<file path="config.mk">
export PLATFORM = sky130hd
export DESIGN_NAME = dmrc_top
export DESIGN_NICKNAME = d
export VERILOG_FILES = /design/src/pkg/dmrc_pkg.sv /design/src/pkg/dmrc_cal_if.sv /design/src/hdl/dmrc_top.sv /design/src/hdl/dmrc_cal_seq.sv /design/src/hdl/dmrc_aux_sync.sv
export SDC_FILE = /design/constraint.sdc
export NUM_CORES = 1
export LEC_CHECK = 0
export ABC_AREA = 1
export ABC_CLOCK_PERIOD_IN_PS = 3100
export BUFFER_PORTS_ARGS = -buffer_cell sky130_fd_sc_hd__buf_2
export CORE_MARGIN = 2
export CORE_UTILIZATION = 35
export CTS_CLUSTER_SIZE = 28
export DETAILED_ROUTE_END_ITERATION = 16
export PLACE_DENSITY = 0.61
export SLEW_MARGIN = 25
export SYNTH_ARGS = -nofsm -noshare
export SYNTH_HDL_FRONTEND = slang
export SYNTH_SLANG_ARGS = --single-unit
</file>
<file path="constraint.sdc">
create_clock -name mclk_i -period 3.1 [get_ports mclk_i]
set_clock_uncertainty 0.05 [all_clocks]
set_input_delay 0.62 -clock mclk_i [delete_from_list [all_inputs] [get_ports mclk_i]]
set_output_delay 0.62 -clock mclk_i [all_outputs]
set_load 0.02 [all_outputs]
</file>
<file path="src/pkg/dmrc_pkg.sv">
package dmrc_pkg;
  // ---------------------------------------------
  // register addresses
  // ---------------------------------------------
  localparam logic [7:0] MODE_ADDR   = 8'hD1;
  localparam logic [7:0] CTL0_ADDR   = 8'hD2;
  localparam logic [7:0] CTL1_ADDR   = 8'hD3;
  localparam logic [7:0] STAT_ADDR   = 8'hD8;
  // ---------------------------------------------
  // reset values and writable masks
  // ---------------------------------------------
  localparam logic [7:0] MODE_RST    = 8'h00;
  localparam logic [7:0] CTL0_RST    = 8'h07;
  localparam logic [7:0] CTL1_RST    = 8'h00;
  localparam logic [7:0] STAT_RST    = 8'h00;
  localparam logic [7:0] MODE_MASK   = 8'h37;
  localparam logic [7:0] CTL_MASK    = 8'h7F;
  // ---------------------------------------------
  // field positions
  // ---------------------------------------------
  localparam int         EN0_BIT     = 5;
  localparam int         EN1_BIT     = 4;
  localparam int         XREF_BIT    = 6;
  localparam int         PAIR_LSB    = 4;
  localparam int         UNI_BIT     = 3;
  localparam int         RANGE_LSB   = 0;
  localparam int         PRIMARY_RESULT_READY_FLAG_BIT    = 7;
  localparam int         AUXILIARY_RESULT_READY_FLAG_BIT    = 6;
  localparam int         AUXILIARY_ERROR_FLAG_BIT    = 4;
  // ---------------------------------------------
  // codes
  // ---------------------------------------------
  localparam logic [2:0] MD_PDOWN    = 3'h0;
  localparam logic [2:0] MD_IDLE     = 3'h1;
  localparam logic [2:0] MD_SINGLE   = 3'h2;
  localparam logic [2:0] MD_CONT     = 3'h3;
  localparam logic [1:0] ACH_TEMP    = 2'h2;
  localparam logic [7:0] SF_MAX      = 8'hFF;
endpackage

</file>
<file path="src/pkg/dmrc_cal_if.sv">
`timescale 1ns/1ns
`default_nettype none
interface dmrc_cal_if;
  logic       start;
  logic [1:0] kind;
  logic       en0;
  logic       en1;
  logic       aux_temp;
  logic       busy;
  logic       done;
  logic       set_primary_result_ready_flag;
  logic       set_auxiliary_result_ready_flag;
  logic       set_auxiliary_error_flag;
  modport ctl (output start, kind, en0, en1, aux_temp,
               input  busy, done, set_primary_result_ready_flag, set_auxiliary_result_ready_flag, set_auxiliary_error_flag);
  modport seq (input  start, kind, en0, en1, aux_temp,
               output busy, done, set_primary_result_ready_flag, set_auxiliary_result_ready_flag, set_auxiliary_error_flag);
endinterface
`default_nettype wire

</file>
<file path="src/hdl/dmrc_top.sv">
// Behaviour
// - Any change of the mode field resets both converters at once.
// - A mode write with the same value also resets both, except the auxiliary-only case.
// - Writing primary control while primary enabled, or enabling primary, resets both.
// - Writing auxiliary control, or enabling auxiliary alone, resets only the auxiliary converter.
// - After an auxiliary-only reset, auxiliary results fall into step with primary outputs.
// - Writing a calibration mode clears both ready flags and starts calibration.
// - Calibration end writes coefficients, updates flags and returns the mode to 000.
// - Auxiliary calibration on the temperature sensor sets ready and error, no coefficients.
// - Calibration always runs with the maximum filter word.
// - Primary control bit 6 picks external (1) or internal bandgap (0) reference.
// - Primary control bits 5:4 pick the primary differential input pair.
// - Primary control bit 3 set gives unipolar coding, clear gives bipolar.
// - Primary control bits 2:0 pick the primary input range in doubling steps.
// - The auxiliary converter has no range field and runs on a fixed bipolar span.
// - Mode codes: power-down, idle, single, continuous, then four calibrations.
// - Single conversion ends by writing 000 to the mode field.
// - Auxiliary channel code 10 is the temperature sensor.
`timescale 1ns/1ns
`default_nettype none
module dmrc_top (
  // clock and reset
  input  wire logic       mclk_i,
  input  wire logic       reset_n_i,
  // special function register port
  input  wire logic [7:0] sfr_addr_i,
  input  wire logic       sfr_wr_i,
  input  wire logic       sfr_rd_i,
  input  wire logic [7:0] sfr_wdata_i,
  output logic      [7:0] sfr_rdata_o,
  // from the filters
  input  wire logic [7:0] filter_rate_word_i,
  input  wire logic       prim_out_i,
  input  wire logic       aux_out_i,
  input  wire logic       cal_done_i,
  // converter control
  output logic            prim_reset_o,
  output logic            aux_reset_o,
  output logic            aux_hold_o,
  output logic            aux_valid_o,
  output logic      [2:0] conversion_mode_field_o,
  output logic            primary_converter_enable_o,
  output logic            auxiliary_converter_enable_o,
  output logic      [7:0] filter_word_o,
  // primary and auxiliary configuration
  output logic            primary_external_reference_select_o,
  output logic      [1:0] primary_input_pair_select_o,
  output logic            primary_unipolar_coding_o,
  output logic      [2:0] primary_range_select_o,
  output logic      [7:0] auxiliary_converter_control_o,
  // calibration
  output logic            cal_active_o,
  output logic      [1:0] cal_kind_o,
  output logic            prim_ofs_wr_o,
  output logic            prim_gain_wr_o,
  output logic            aux_ofs_wr_o,
  output logic            aux_gain_wr_o
);
  // ---------------------------------------------
  // state
  // ---------------------------------------------
  // software registers
  logic [7:0] mode_ff,  nxt_mode;
  logic [7:0] ctl0_ff,  nxt_ctl0;
  logic [7:0] ctl1_ff,  nxt_ctl1;
  logic [7:0] stat_ff,  nxt_stat;

  // bus and filter outputs
  logic [7:0] rdata_ff, nxt_rdata;
  logic [7:0] fw_ff,    nxt_fw;

  // one-cycle pulses
  logic       prst_ff,  nxt_prst;
  logic       arst_ff,  nxt_arst;
  logic       start_ff, nxt_start;

  // decoded writes
  logic       wr_mode;
  logic       wr_ctl0;
  logic       wr_ctl1;
  logic       wr_stat;

  // mode write analysis
  logic [7:0] wmode;
  logic       en0_rise;
  logic       en1_rise;
  logic       aux_only;

  // converter activity
  logic       aux_vld;
  logic       prim_active;

  // handshake between control and calibration sequencer
  dmrc_cal_if cal ();

  // ---------------------------------------------
  // decode
  // ---------------------------------------------
  assign wr_mode  = sfr_wr_i && (sfr_addr_i == dmrc_pkg::MODE_ADDR);
  assign wr_ctl0  = sfr_wr_i && (sfr_addr_i == dmrc_pkg::CTL0_ADDR);
  assign wr_ctl1  = sfr_wr_i && (sfr_addr_i == dmrc_pkg::CTL1_ADDR);
  assign wr_stat  = sfr_wr_i && (sfr_addr_i == dmrc_pkg::STAT_ADDR);

  assign wmode    = sfr_wdata_i & dmrc_pkg::MODE_MASK;
  assign en0_rise = wmode[dmrc_pkg::EN0_BIT] && !mode_ff[dmrc_pkg::EN0_BIT];
  assign en1_rise = wmode[dmrc_pkg::EN1_BIT] && !mode_ff[dmrc_pkg::EN1_BIT];

  // only turning the auxiliary on, mode bits and primary untouched
  assign aux_only = en1_rise && !en0_rise
                    && (wmode[2:0] == mode_ff[2:0])
                    && (wmode[dmrc_pkg::EN0_BIT] == mode_ff[dmrc_pkg::EN0_BIT]);

  // primary strobes count only while it converts
  assign prim_active = mode_ff[dmrc_pkg::EN0_BIT]
                       && ((mode_ff[2:0] == dmrc_pkg::MD_SINGLE)
                           || (mode_ff[2:0] == dmrc_pkg::MD_CONT));

  // ---------------------------------------------
  // register and control next state
  // ---------------------------------------------
  always_comb begin
    nxt_mode  = mode_ff;
    nxt_ctl0  = ctl0_ff;
    nxt_ctl1  = ctl1_ff;
    nxt_stat  = stat_ff;
    nxt_prst  = 1'b0;
    nxt_arst  = 1'b0;
    nxt_start = 1'b0;
    nxt_rdata = rdata_ff;

    // status bits clear where a one is written
    if (wr_stat) begin
      nxt_stat = stat_ff & ~sfr_wdata_i;
    end

    if (wr_ctl0) begin
      nxt_ctl0 = sfr_wdata_i & dmrc_pkg::CTL_MASK;
      if (mode_ff[dmrc_pkg::EN0_BIT]) begin
        nxt_prst = 1'b1;
        nxt_arst = 1'b1;
      end
    end

    // auxiliary changes leave the primary running
    if (wr_ctl1) begin
      nxt_ctl1 = sfr_wdata_i & dmrc_pkg::CTL_MASK;
      nxt_arst = 1'b1;
    end

    if (wr_mode) begin
      nxt_mode = wmode;
      nxt_arst = 1'b1;
      if (!aux_only) begin
        nxt_prst = 1'b1;
      end
      if (wmode[2]) begin
        nxt_start = 1'b1;
      end
    end

    // hardware sets win over software clears
    if (prim_out_i && prim_active) begin
      nxt_stat[dmrc_pkg::PRIMARY_RESULT_READY_FLAG_BIT] = 1'b1;
      if (mode_ff[2:0] == dmrc_pkg::MD_SINGLE && !wr_mode) begin
        nxt_mode[2:0] = dmrc_pkg::MD_PDOWN;
      end
    end

    // an auxiliary-only single conversion also ends in power-down
    if (aux_vld) begin
      nxt_stat[dmrc_pkg::AUXILIARY_RESULT_READY_FLAG_BIT] = 1'b1;
      if (mode_ff[2:0] == dmrc_pkg::MD_SINGLE && !wr_mode
          && !mode_ff[dmrc_pkg::EN0_BIT]) begin
        nxt_mode[2:0] = dmrc_pkg::MD_PDOWN;
      end
    end

    if (cal.set_primary_result_ready_flag) begin
      nxt_stat[dmrc_pkg::PRIMARY_RESULT_READY_FLAG_BIT] = 1'b1;
    end

    if (cal.set_auxiliary_result_ready_flag) begin
      nxt_stat[dmrc_pkg::AUXILIARY_RESULT_READY_FLAG_BIT] = 1'b1;
    end

    if (cal.set_auxiliary_error_flag) begin
      nxt_stat[dmrc_pkg::AUXILIARY_ERROR_FLAG_BIT] = 1'b1;
    end

    // a new mode write outranks the automatic return to power-down
    if (cal.done && !wr_mode) begin
      nxt_mode[2:0] = dmrc_pkg::MD_PDOWN;
    end

    // calibration start clears both ready flags over any same-cycle set
    if (wr_mode && wmode[2]) begin
      nxt_stat[dmrc_pkg::PRIMARY_RESULT_READY_FLAG_BIT] = 1'b0;
      nxt_stat[dmrc_pkg::AUXILIARY_RESULT_READY_FLAG_BIT] = 1'b0;
    end

    // read data held until the next read
    if (sfr_rd_i) begin
      case (sfr_addr_i)
        dmrc_pkg::MODE_ADDR: nxt_rdata = mode_ff;
        dmrc_pkg::CTL0_ADDR: nxt_rdata = ctl0_ff;
        dmrc_pkg::CTL1_ADDR: nxt_rdata = ctl1_ff;
        dmrc_pkg::STAT_ADDR: nxt_rdata = stat_ff;
        default:             nxt_rdata = 8'h00;
      endcase
    end
  end

  // calibration always at the slowest filter setting
  always_comb begin
    nxt_fw = cal.busy ? dmrc_pkg::SF_MAX : filter_rate_word_i;
  end

  always_ff @(posedge mclk_i or negedge reset_n_i) begin
    if (!reset_n_i) begin
      mode_ff  <= dmrc_pkg::MODE_RST;
      ctl0_ff  <= dmrc_pkg::CTL0_RST;
      ctl1_ff  <= dmrc_pkg::CTL1_RST;
      stat_ff  <= dmrc_pkg::STAT_RST;
      rdata_ff <= 8'h00;
      fw_ff    <= 8'h00;
      prst_ff  <= 1'b0;
      arst_ff  <= 1'b0;
      start_ff <= 1'b0;
    end else begin
      mode_ff  <= nxt_mode;
      ctl0_ff  <= nxt_ctl0;
      ctl1_ff  <= nxt_ctl1;
      stat_ff  <= nxt_stat;
      rdata_ff <= nxt_rdata;
      fw_ff    <= nxt_fw;
      prst_ff  <= nxt_prst;
      arst_ff  <= nxt_arst;
      start_ff <= nxt_start;
    end
  end

  // ---------------------------------------------
  // calibration sequencer and auxiliary alignment
  // ---------------------------------------------
  // kind and enables sampled from the mode register, which holds during the run
  assign cal.start    = start_ff;
  assign cal.kind     = mode_ff[1:0];
  assign cal.en0      = mode_ff[dmrc_pkg::EN0_BIT];
  assign cal.en1      = mode_ff[dmrc_pkg::EN1_BIT];
  assign cal.aux_temp = (ctl1_ff[dmrc_pkg::PAIR_LSB +: 2] == dmrc_pkg::ACH_TEMP);

  dmrc_cal_seq u_cal (
    .mclk_i         (mclk_i),
    .reset_n_i      (reset_n_i),
    .cal            (cal.seq),
    .cal_done_i     (cal_done_i),
    .prim_ofs_wr_o  (prim_ofs_wr_o),
    .prim_gain_wr_o (prim_gain_wr_o),
    .aux_ofs_wr_o   (aux_ofs_wr_o),
    .aux_gain_wr_o  (aux_gain_wr_o)
  );

  dmrc_aux_sync u_aux (
    .mclk_i        (mclk_i),
    .reset_n_i     (reset_n_i),
    .aux_rst_i     (arst_ff && !prst_ff),
    .prim_active_i (prim_active),
    .prim_out_i    (prim_out_i),
    .aux_out_i     (aux_out_i && mode_ff[dmrc_pkg::EN1_BIT]),
    .aux_hold_o    (aux_hold_o),
    .aux_valid_o   (aux_vld)
  );

  // ---------------------------------------------
  // outputs
  // ---------------------------------------------
  // register port
  assign sfr_rdata_o                         = rdata_ff;

  // converter control
  assign prim_reset_o                        = prst_ff;
  assign aux_reset_o                         = arst_ff;
  assign aux_valid_o                         = aux_vld;
  assign conversion_mode_field_o             = mode_ff[2:0];
  assign primary_converter_enable_o          = mode_ff[dmrc_pkg::EN0_BIT];
  assign auxiliary_converter_enable_o        = mode_ff[dmrc_pkg::EN1_BIT];
  assign filter_word_o                       = fw_ff;

  // primary configuration
  assign primary_external_reference_select_o = ctl0_ff[dmrc_pkg::XREF_BIT];
  assign primary_input_pair_select_o         = ctl0_ff[dmrc_pkg::PAIR_LSB +: 2];
  assign primary_unipolar_coding_o           = ctl0_ff[dmrc_pkg::UNI_BIT];
  assign primary_range_select_o              = ctl0_ff[dmrc_pkg::RANGE_LSB +: 3];
  // auxiliary span is fixed; its control byte carries no range bits
  assign auxiliary_converter_control_o       = ctl1_ff;

  // calibration
  assign cal_active_o                        = cal.busy;
  assign cal_kind_o                          = mode_ff[1:0];
endmodule // dmrc_top
`default_nettype wire

</file>
<file path="src/hdl/dmrc_cal_seq.sv">
`timescale 1ns/1ns
`default_nettype none
module dmrc_cal_seq (
  // clock and reset
  input  wire logic mclk_i,
  input  wire logic reset_n_i,
  // control side
  dmrc_cal_if.seq   cal,
  // filter side
  input  wire logic cal_done_i,
  output logic      prim_ofs_wr_o,
  output logic      prim_gain_wr_o,
  output logic      aux_ofs_wr_o,
  output logic      aux_gain_wr_o
);
  typedef enum logic [0:0] {
    DMRC_CAL_IDLE = 1'b0,
    DMRC_CAL_RUN  = 1'b1
  } dmrc_cal_st_t;

  dmrc_cal_st_t st_ff, nxt_st;
  logic [5:0]   evt_ff, nxt_evt;

  always_comb begin
    nxt_st  = st_ff;
    nxt_evt = 6'h00;
    case (st_ff)
      DMRC_CAL_IDLE: begin
        if (cal.start) begin
          nxt_st = DMRC_CAL_RUN;
        end
      end
      DMRC_CAL_RUN: begin
        if (cal.start) begin
          nxt_st = DMRC_CAL_RUN;
        end else if (cal_done_i) begin
          nxt_st = DMRC_CAL_IDLE;
          // kind bit 0 high means full scale, gain coefficient
          nxt_evt[0] = cal.en0 && !cal.kind[0];
          nxt_evt[1] = cal.en0 && cal.kind[0];
          // temp sensor input: coefficients untouched, flag error
          nxt_evt[2] = cal.en1 && !cal.aux_temp && !cal.kind[0];
          nxt_evt[3] = cal.en1 && !cal.aux_temp && cal.kind[0];
          nxt_evt[4] = cal.en1 && cal.aux_temp;
          nxt_evt[5] = 1'b1;
        end
      end
      default: nxt_st = DMRC_CAL_IDLE;
    endcase
  end

  always_ff @(posedge mclk_i or negedge reset_n_i) begin
    if (!reset_n_i) begin
      st_ff  <= DMRC_CAL_IDLE;
      evt_ff <= 6'h00;
    end else begin
      st_ff  <= nxt_st;
      evt_ff <= nxt_evt;
    end
  end

  assign prim_ofs_wr_o  = evt_ff[0];
  assign prim_gain_wr_o = evt_ff[1];
  assign aux_ofs_wr_o   = evt_ff[2];
  assign aux_gain_wr_o  = evt_ff[3];
  assign cal.set_auxiliary_error_flag   = evt_ff[4];
  assign cal.done       = evt_ff[5];
  assign cal.set_primary_result_ready_flag   = evt_ff[5] && cal.en0;
  assign cal.set_auxiliary_result_ready_flag   = evt_ff[5] && cal.en1;
  assign cal.busy       = (st_ff == DMRC_CAL_RUN);
endmodule // dmrc_cal_seq
`default_nettype wire

</file>
<file path="src/hdl/dmrc_aux_sync.sv">
`timescale 1ns/1ns
`default_nettype none
module dmrc_aux_sync (
  // clock and reset
  input  wire logic mclk_i,
  input  wire logic reset_n_i,
  // events
  input  wire logic aux_rst_i,
  input  wire logic prim_active_i,
  input  wire logic prim_out_i,
  input  wire logic aux_out_i,
  // aligned outputs
  output logic      aux_hold_o,
  output logic      aux_valid_o
);
  logic hold_ff, nxt_hold;
  logic pend_ff, nxt_pend;
  logic vld_ff,  nxt_vld;

  // while the primary converts, aux results are released only on primary output strobes
  always_comb begin
    nxt_hold = hold_ff;
    nxt_pend = pend_ff || aux_out_i;
    nxt_vld  = 1'b0;
    if (aux_rst_i) begin
      nxt_hold = prim_active_i;
      nxt_pend = 1'b0;
    end else if (!prim_active_i) begin
      nxt_hold = 1'b0;
      nxt_vld  = aux_out_i && !hold_ff;
      nxt_pend = 1'b0;
    end else if (prim_out_i) begin
      nxt_hold = 1'b0;
      nxt_vld  = nxt_pend && !hold_ff;
      nxt_pend = 1'b0;
    end
  end

  always_ff @(posedge mclk_i or negedge reset_n_i) begin
    if (!reset_n_i) begin
      hold_ff <= 1'b0;
      pend_ff <= 1'b0;
      vld_ff  <= 1'b0;
    end else begin
      hold_ff <= nxt_hold;
      pend_ff <= nxt_pend;
      vld_ff  <= nxt_vld;
    end
  end

  assign aux_hold_o  = hold_ff;
  assign aux_valid_o = vld_ff;
endmodule // dmrc_aux_sync
`default_nettype wire

</file>
# --- Yosys cells after proc, flatten, opt, wreduce, memory -nomap -nowiden ---
# Index checks and enable logic that the tools add are counted.
word_totals:
  ff_bits: 56
  inputBits: 31
  output_inout_bits: 47
  wordCells: 110
classes:
  n_eq_ne: 10
  mux: 39
  bitwise: 3
  reduce_logical: 40
ops:
  columns: ["operator", "n"]
  rows:
  - ["$eq 8x8->1 const B", 4]
  - ["$pmux 8 s4", 1]
  - ["$logic_and 1x1->1", 27]
  - ["$mux 1", 25]
  - ["$mux 3", 6]
  - ["$mux 6", 3]
  - ["$mux 8", 2]
  - ["$and 8x8->8", 1]
  - ["$logic_not 1->1", 8]
  - ["$not 8->8", 1]
  - ["$reduce_bool 4->1", 2]
  - ["$eq 3x2->1 const B", 2]
  - ["$eq 3x3->1", 1]
  - ["$ne 3x2->1 const B", 1]
  - ["$eq 2x2->1 const B", 1]
  - ["$logic_or 1x1->1", 2]
  - ["$mux 2", 1]
  - ["$pmux 1 s2", 1]
  - ["$reduce_bool 2->1", 1]
  - ["$eq 1x1->1", 1]
  - ["$not 1->1", 1]

# --- Longest topological paths before layout ---
depth:
  word_depth: 9
  ltp_mapped: 9
  ltp_nobuf: 9

# --- By module ---
# A second synthesis with hierarchy kept.
unflattened:
  hier_cells: 297
  area_unflattened_um2: 2651.3
by_module_without_submodules:
  columns: ["mod", "n_inst", "cells_per_inst", "area_each_um2", "seq_area_each_um2"]
  rows:
  - ["dmrc_top", 1, 255, 2264.7, 1154.9]
  - ["dmrc_cal_seq", 1, 28, 264.0, 175.2]
  - ["dmrc_aux_sync", 1, 14, 122.6, 75.1]

# --- Worst setup path before layout ---
# OpenSTA, ideal clock, no wires.
synth_path:
  path_type: "input port to flip-flop"
  start: "input port sfr_addr_i[5]"
  end: "register stat_ff[7]"
  setup_ps: 119
  arrival_time_ps: 1377
  required_ps: 2931
  path_slack_ps: 1553
  cell_stages: 8
  n_path_buf: 2
  cell_sequence: "inv_1 nand2_2 nor2_8 buf_8 buf_6 nand4_1 a21oi_1 nor2_1"
synth_via:
  elab_chain_cells: 4
  word_cells_on_any_way: 7
  cone_classes: "eq/ne: 2; mux: 1; reduce/logical: 4"
synth_lines:
  columns: ["item", "line_no", "rtl"]
  rows:
  - ["from (decl)", "dmrc_top.sv:26", "input wire logic [7:0] sfr_addr_i,"]
  - ["$eq 8x8->1", "dmrc_top.sv:99", "assign wr_mode = sfr_wr_i && (sfr_addr_i == dmrc_pkg::MODE_ADDR);"]
  - ["$logic_and 1x1->1", "dmrc_top.sv:99", null]
  - ["$logic_and 1x1->1", "dmrc_top.sv:196", "if (wr_mode && wmode[2]) begin"]
  - ["$reduce_bool 4->1 (no line) or $mux 2 (tied branches)", null, null]
  - ["to (signal assigned)", "dmrc_top.sv:223", "stat_ff <= dmrc_pkg::STAT_RST;"]
  - ["to (signal assigned)", "dmrc_top.sv:233", "stat_ff <= nxt_stat;"]
  - ["to (decl)", "dmrc_top.sv:66", "logic [7:0] stat_ff, nxt_stat;"]
# Several ways; a longest one is shown, not always the timed one.
# A chain may end at the register's enable or synchronous reset.

# --- Final worst setup path ---
layout_path:
  start: "input port sfr_addr_i[5]"
  end: "register mode_ff[1]"
layout_via:
  elab_chain_cells: 9
  word_cells_on_any_way: 12
  cone_classes: "eq/ne: 1; mux: 6; reduce/logical: 5"
layout_lines:
  columns: ["item", "line_no", "rtl"]
  rows:
  - ["$eq 8x8->1 *", "dmrc_top.sv:99", null]
  - ["$logic_and 1x1->1 *", "dmrc_top.sv:99", null]
  - ["$logic_not 1->1", "dmrc_top.sv:164, dmrc_top.sv:172, dmrc_top.sv:191", null]
  - ["$logic_and 1x1->1", "dmrc_top.sv:164, dmrc_top.sv:172", null]
  - ["$mux 3", "dmrc_top.sv:164", "if (mode_ff[2:0] == dmrc_pkg::MD_SINGLE && !wr_mode) begin"]
  - ["$mux 3", "dmrc_top.sv:162", "if (prim_out_i && prim_active) begin"]
  - ["$mux 3", "dmrc_top.sv:172", "if (mode_ff[2:0] == dmrc_pkg::MD_SINGLE && !wr_mode"]
  - ["$mux 3", "dmrc_top.sv:170", "if (aux_vld) begin"]
  - ["$mux 3 *", "dmrc_top.sv:191", "if (cal.done && !wr_mode) begin"]
  - ["via nxt_mode[1]", "dmrc_top.sv:63", "logic [7:0] mode_ff, nxt_mode;"]
  - ["to (signal assigned)", "dmrc_top.sv:220", "mode_ff <= dmrc_pkg::MODE_RST;"]
  - ["to (signal assigned)", "dmrc_top.sv:230", "mode_ff <= nxt_mode;"]
  - ["to (decl)", "dmrc_top.sv:63", null]
# The timed path passes the listed nets; every way through them passes the cells marked *.

==> results.md <==
### Run status
- **run status** finished, final reports clean

### Final layout
- **summed area of non-filler cells in the final layout** 3180 µm²
- **Filler cells** 744
- **Syn-to-layout area delta** 22.7%
- **area of all sequential standard cells** 1410 µm²
- **leading cell type in the layout, fill and taps excluded** nand2_1
- **highest-count cells in the layout ignoring fill and taps** nand2_1 (77), buf_2 (76), dfrtp_1 (53)
- **antenna cells** 0
- **fraction of final layout cells sized beyond drive strength 1** 31.6%
- **area of the multi-input gates** 1020 µm²
- **final net count** 395

### Flow run
- **count of maximum capacitance violations** 0

### Critical path
- **CP max FO** 32
- **required time of the worst setup path** 3.30 ns
- **crit path DAT** 2.08 ns
- **Critical Path Slowest Stage Cell** nand3_1
- **launching element type of the critical path** input port
- **critical path start-end classification** input port to register
- **cell family contributing the most delay on the critical path** simple AND/OR/NAND/NOR gates
- **Critical Path Max Stage Delay** 0.41 ns
- **cell repeated most along the worst path** inv_1
- **Crit path buffers/inverters** 4
- **Critical Path End Type** register
- **crit-path cells** buf_2, inv_1, nand2_2, nor2_8, nand3_1, inv_1, nand2_1, nand2_1, inv_1, nor2_1

### Route
- **count of vias placed by the detailed router** 2185
- **number of vias per cell after detailed routing** 4.72
- **Iter 0 DRT Violations** 177
- **routed length per instance** 13.9 µm
- **wirelength, routed** 6.43 mm
- **number of design rule violations left after detail routing** 0
- **Antenna Violating Nets Remaining** 0
- **detailed-routing iteration count for the pre-antenna-repair pass** 4

### Power
- **maximum VDD drop** 216 µV
- **power density over the cells** 478 nW/µm²
- **leakage power total** 0.00179 µW

### Global route
- **wire length of the first global-routing pass** 10.6 mm
- **pin count of the biggest net entering global routing** 33
- **overall global routing resource usage** 16.3%
- **vias in the first global route** 2057
- **global route total overflow** 0
- **number of antenna violations at the first check in global routing** 0

### Die
- **effective utilization at floorplan** 35.9%
- **Die Span X** 90.0 µm
- **chip height** 90.0 µm
- **CORE AREA** 7210 µm²
- **die area** 8100 µm²
- **top-level I/O count** 78
- **site row count** 31

### Timing
- **maximum achievable frequency** 532 MHz
- **number of hold-slack violations in the final timing report** 0
- **clock period minus final worst setup slack** 1.88 ns
- **Max Transition Viols Final** 0
- **relative slew slack** 52.3%
- **Slew @ Worst Pin** 0.716 ns
- **endpoints failing setup** 0
- **crit share post-route** 60.6%
- **setup repair after global routing missed its margin** no
- **setup_tns** 0 ns

### CTS
- **CTS tree** yes
- **number of buffers inserted by post-CTS setup repair** 0
- **count of H-tree levels built during CTS** 2
- **total CTS buffers** 5
- **CTS max path bufs** 2
- **number of sinks handled by clock tree synthesis** 56
- **clock-pin transition on the worst setup and hold timing paths** 0.10 ns
- **# hold bufs at CTS** 0
- **clock network latency to the later pin of the worst-skew pair** 0.31 ns
- **CTS resizes** 0
- **CTS root buf** clkbuf_8

### Synth
- **unique cell type count in the Yosys netlist** 32
- **Post-Synthesis Net Count** 319
- **synthesized cell area** 2590 µm²
- **most frequently used flop master after synthesis** dfrtp_1
- **sequential share of the synthesized area** 54.3%
- **share of flip-flops with an asynchronous set or reset after synthesis** 100%
- **number of instances in the synthesized netlist** 287
- **number of synthesized register bits** 56
- **Post-synth EDFFs** 0
- **average cell area after synthesis** 9.02 µm²
- **warnings from Yosys** 0

### Hold path
- **Hold Path Class** input port to async pin

### Placement
- **HPWL Detailed** 4.77 mm
- **cell area reported after detailed placement** 3040 µm²
- **GP Congestion** 0.816
- **Port-buffer cells** 76

==> Yosys cell counts, types with 3 or more instances <==
| cell | number | area share (%) |
|---|---|---|
| nand2_1 | 77 | 11 |
| a21boi_0 | 5 | 1.4 |
| nor2_1 | 8 | 1.2 |
| or2_2 | 9 | 2.2 |
| o21ai_0 | 22 | 4.3 |
| o21a_1 | 3 | 0.87 |
| nand2_2 | 4 | 0.97 |
| dfrtp_1 | 53 | 51 |
| nand4_1 | 5 | 1.2 |
| buf_4 | 4 | 1.2 |
| a21oi_1 | 6 | 1.2 |
| nor2_4 | 6 | 2.6 |
| inv_1 | 24 | 3.5 |
| dfstp_2 | 3 | 3.0 |
| nand3_1 | 34 | 6.6 |
| nor3_1 | 3 | 0.58 |
==> worst register-to-register path, cell delays in order (launching register included) <==
cell and delay (ns):
dfrtp_1 0.52, inv_1 0.14, ha_1 0.29, nand3_1 0.07
nor2_1 0.10, nand4_1 0.08, nand2_1 0.06, nand2_1 0.05
==> stage by stage <==
step	hold WS, ns	power, µW	setup WS, ns	instances	util (%)
finish	0.302	1520	1.22	463	44.1
global placement	0.376	964	0.971	455	42.1
CTS	0.320	1540	1.23	463	44.1
global route	0.336	1600	1.03	463	44.1
floorplan	0.274	885	1.55	287	-
detailed placement	0.385	967	0.912	455	42.1
==> logic make-up (layout without fill, tap and decap cells) <==
logic type | count (synthesis) | count (layout) | share of synthesized area (%)
compound gates | 39 | 39 | 8.41
xor+xnor | 2 | 2 | 0.676
other cells | 1 | 1 | 0.145
flops | 56 | 56 | 54.3
buf+inv | 35 | 112 | 6.43
simple gates | 153 | 153 | 29.6
fa+ha+maj | 1 | 1 | 0.483
==> cell type report <==
cell class / instances / share of cell area (%)
sequential: 56 / 44.2
multi-input combinational: 196 / 32.0
timing repair buffer: 78 / 12.4
clock buffer: 5 / 2.17
clock inverter: 3 / 2.17
inverter: 26 / 3.07
tap: 99 / 3.90
==> registers in the layout, indices dropped and copies added (netlist names) <==
signal / cells
prim_reset_o: 1
ctl0_ff: 7
auxiliary_converter_control_o: 7
u_aux.aux_valid_o: 1
u_aux.aux_hold_o: 1
u_aux.pend_ff: 1
stat_ff: 8
mode_ff: 5
sfr_rdata_o: 8
cal.start: 1
u_cal.evt_ff: 6
u_cal.cal.busy: 1
filter_word_o: 8
aux_reset_o: 1
==> metal layers <==
layer  global-route usage [%]  vias up  share of wire (%)
met3                     3.60        7                4.5
met5                        0        -                  0
met4                     4.87        0                1.1
li1                         -     1076                  -
met2                     24.5       51                 47
met1                     23.5     1051                 47
==> report_power, final <==
part | total (µW) | leakage, µW | internal [µW] | switching [µW]
combinational | 168 | 0.000989 | 55.3 | 112
clock | 568 | 0.0000687 | 325 | 243
sequential | 782 | 0.000730 | 756 | 26.2
total | 1520 | 0.00179 | 1140 | 382
==> worst paths after layout <==
kind,slack (ns),from,cells past startpoint,end
setup / recovery,1.22,sfr_addr_i[5],10,mode_ff[1]
hold / removal,0.30,reset_n_i,1,u_aux.aux_hold_o
setup reg to reg,1.63,mode_ff[5],7,prim_reset_o
hold reg to reg,0.40,u_cal.evt_ff[4],1,stat_ff[4]
max in group asynchronous,1.95,reset_n_i,2,ctl0_ff[1]
min in group mclk_i,0.40,u_cal.evt_ff[4],1,stat_ff[4]
(Power assumes the default switching activity.)
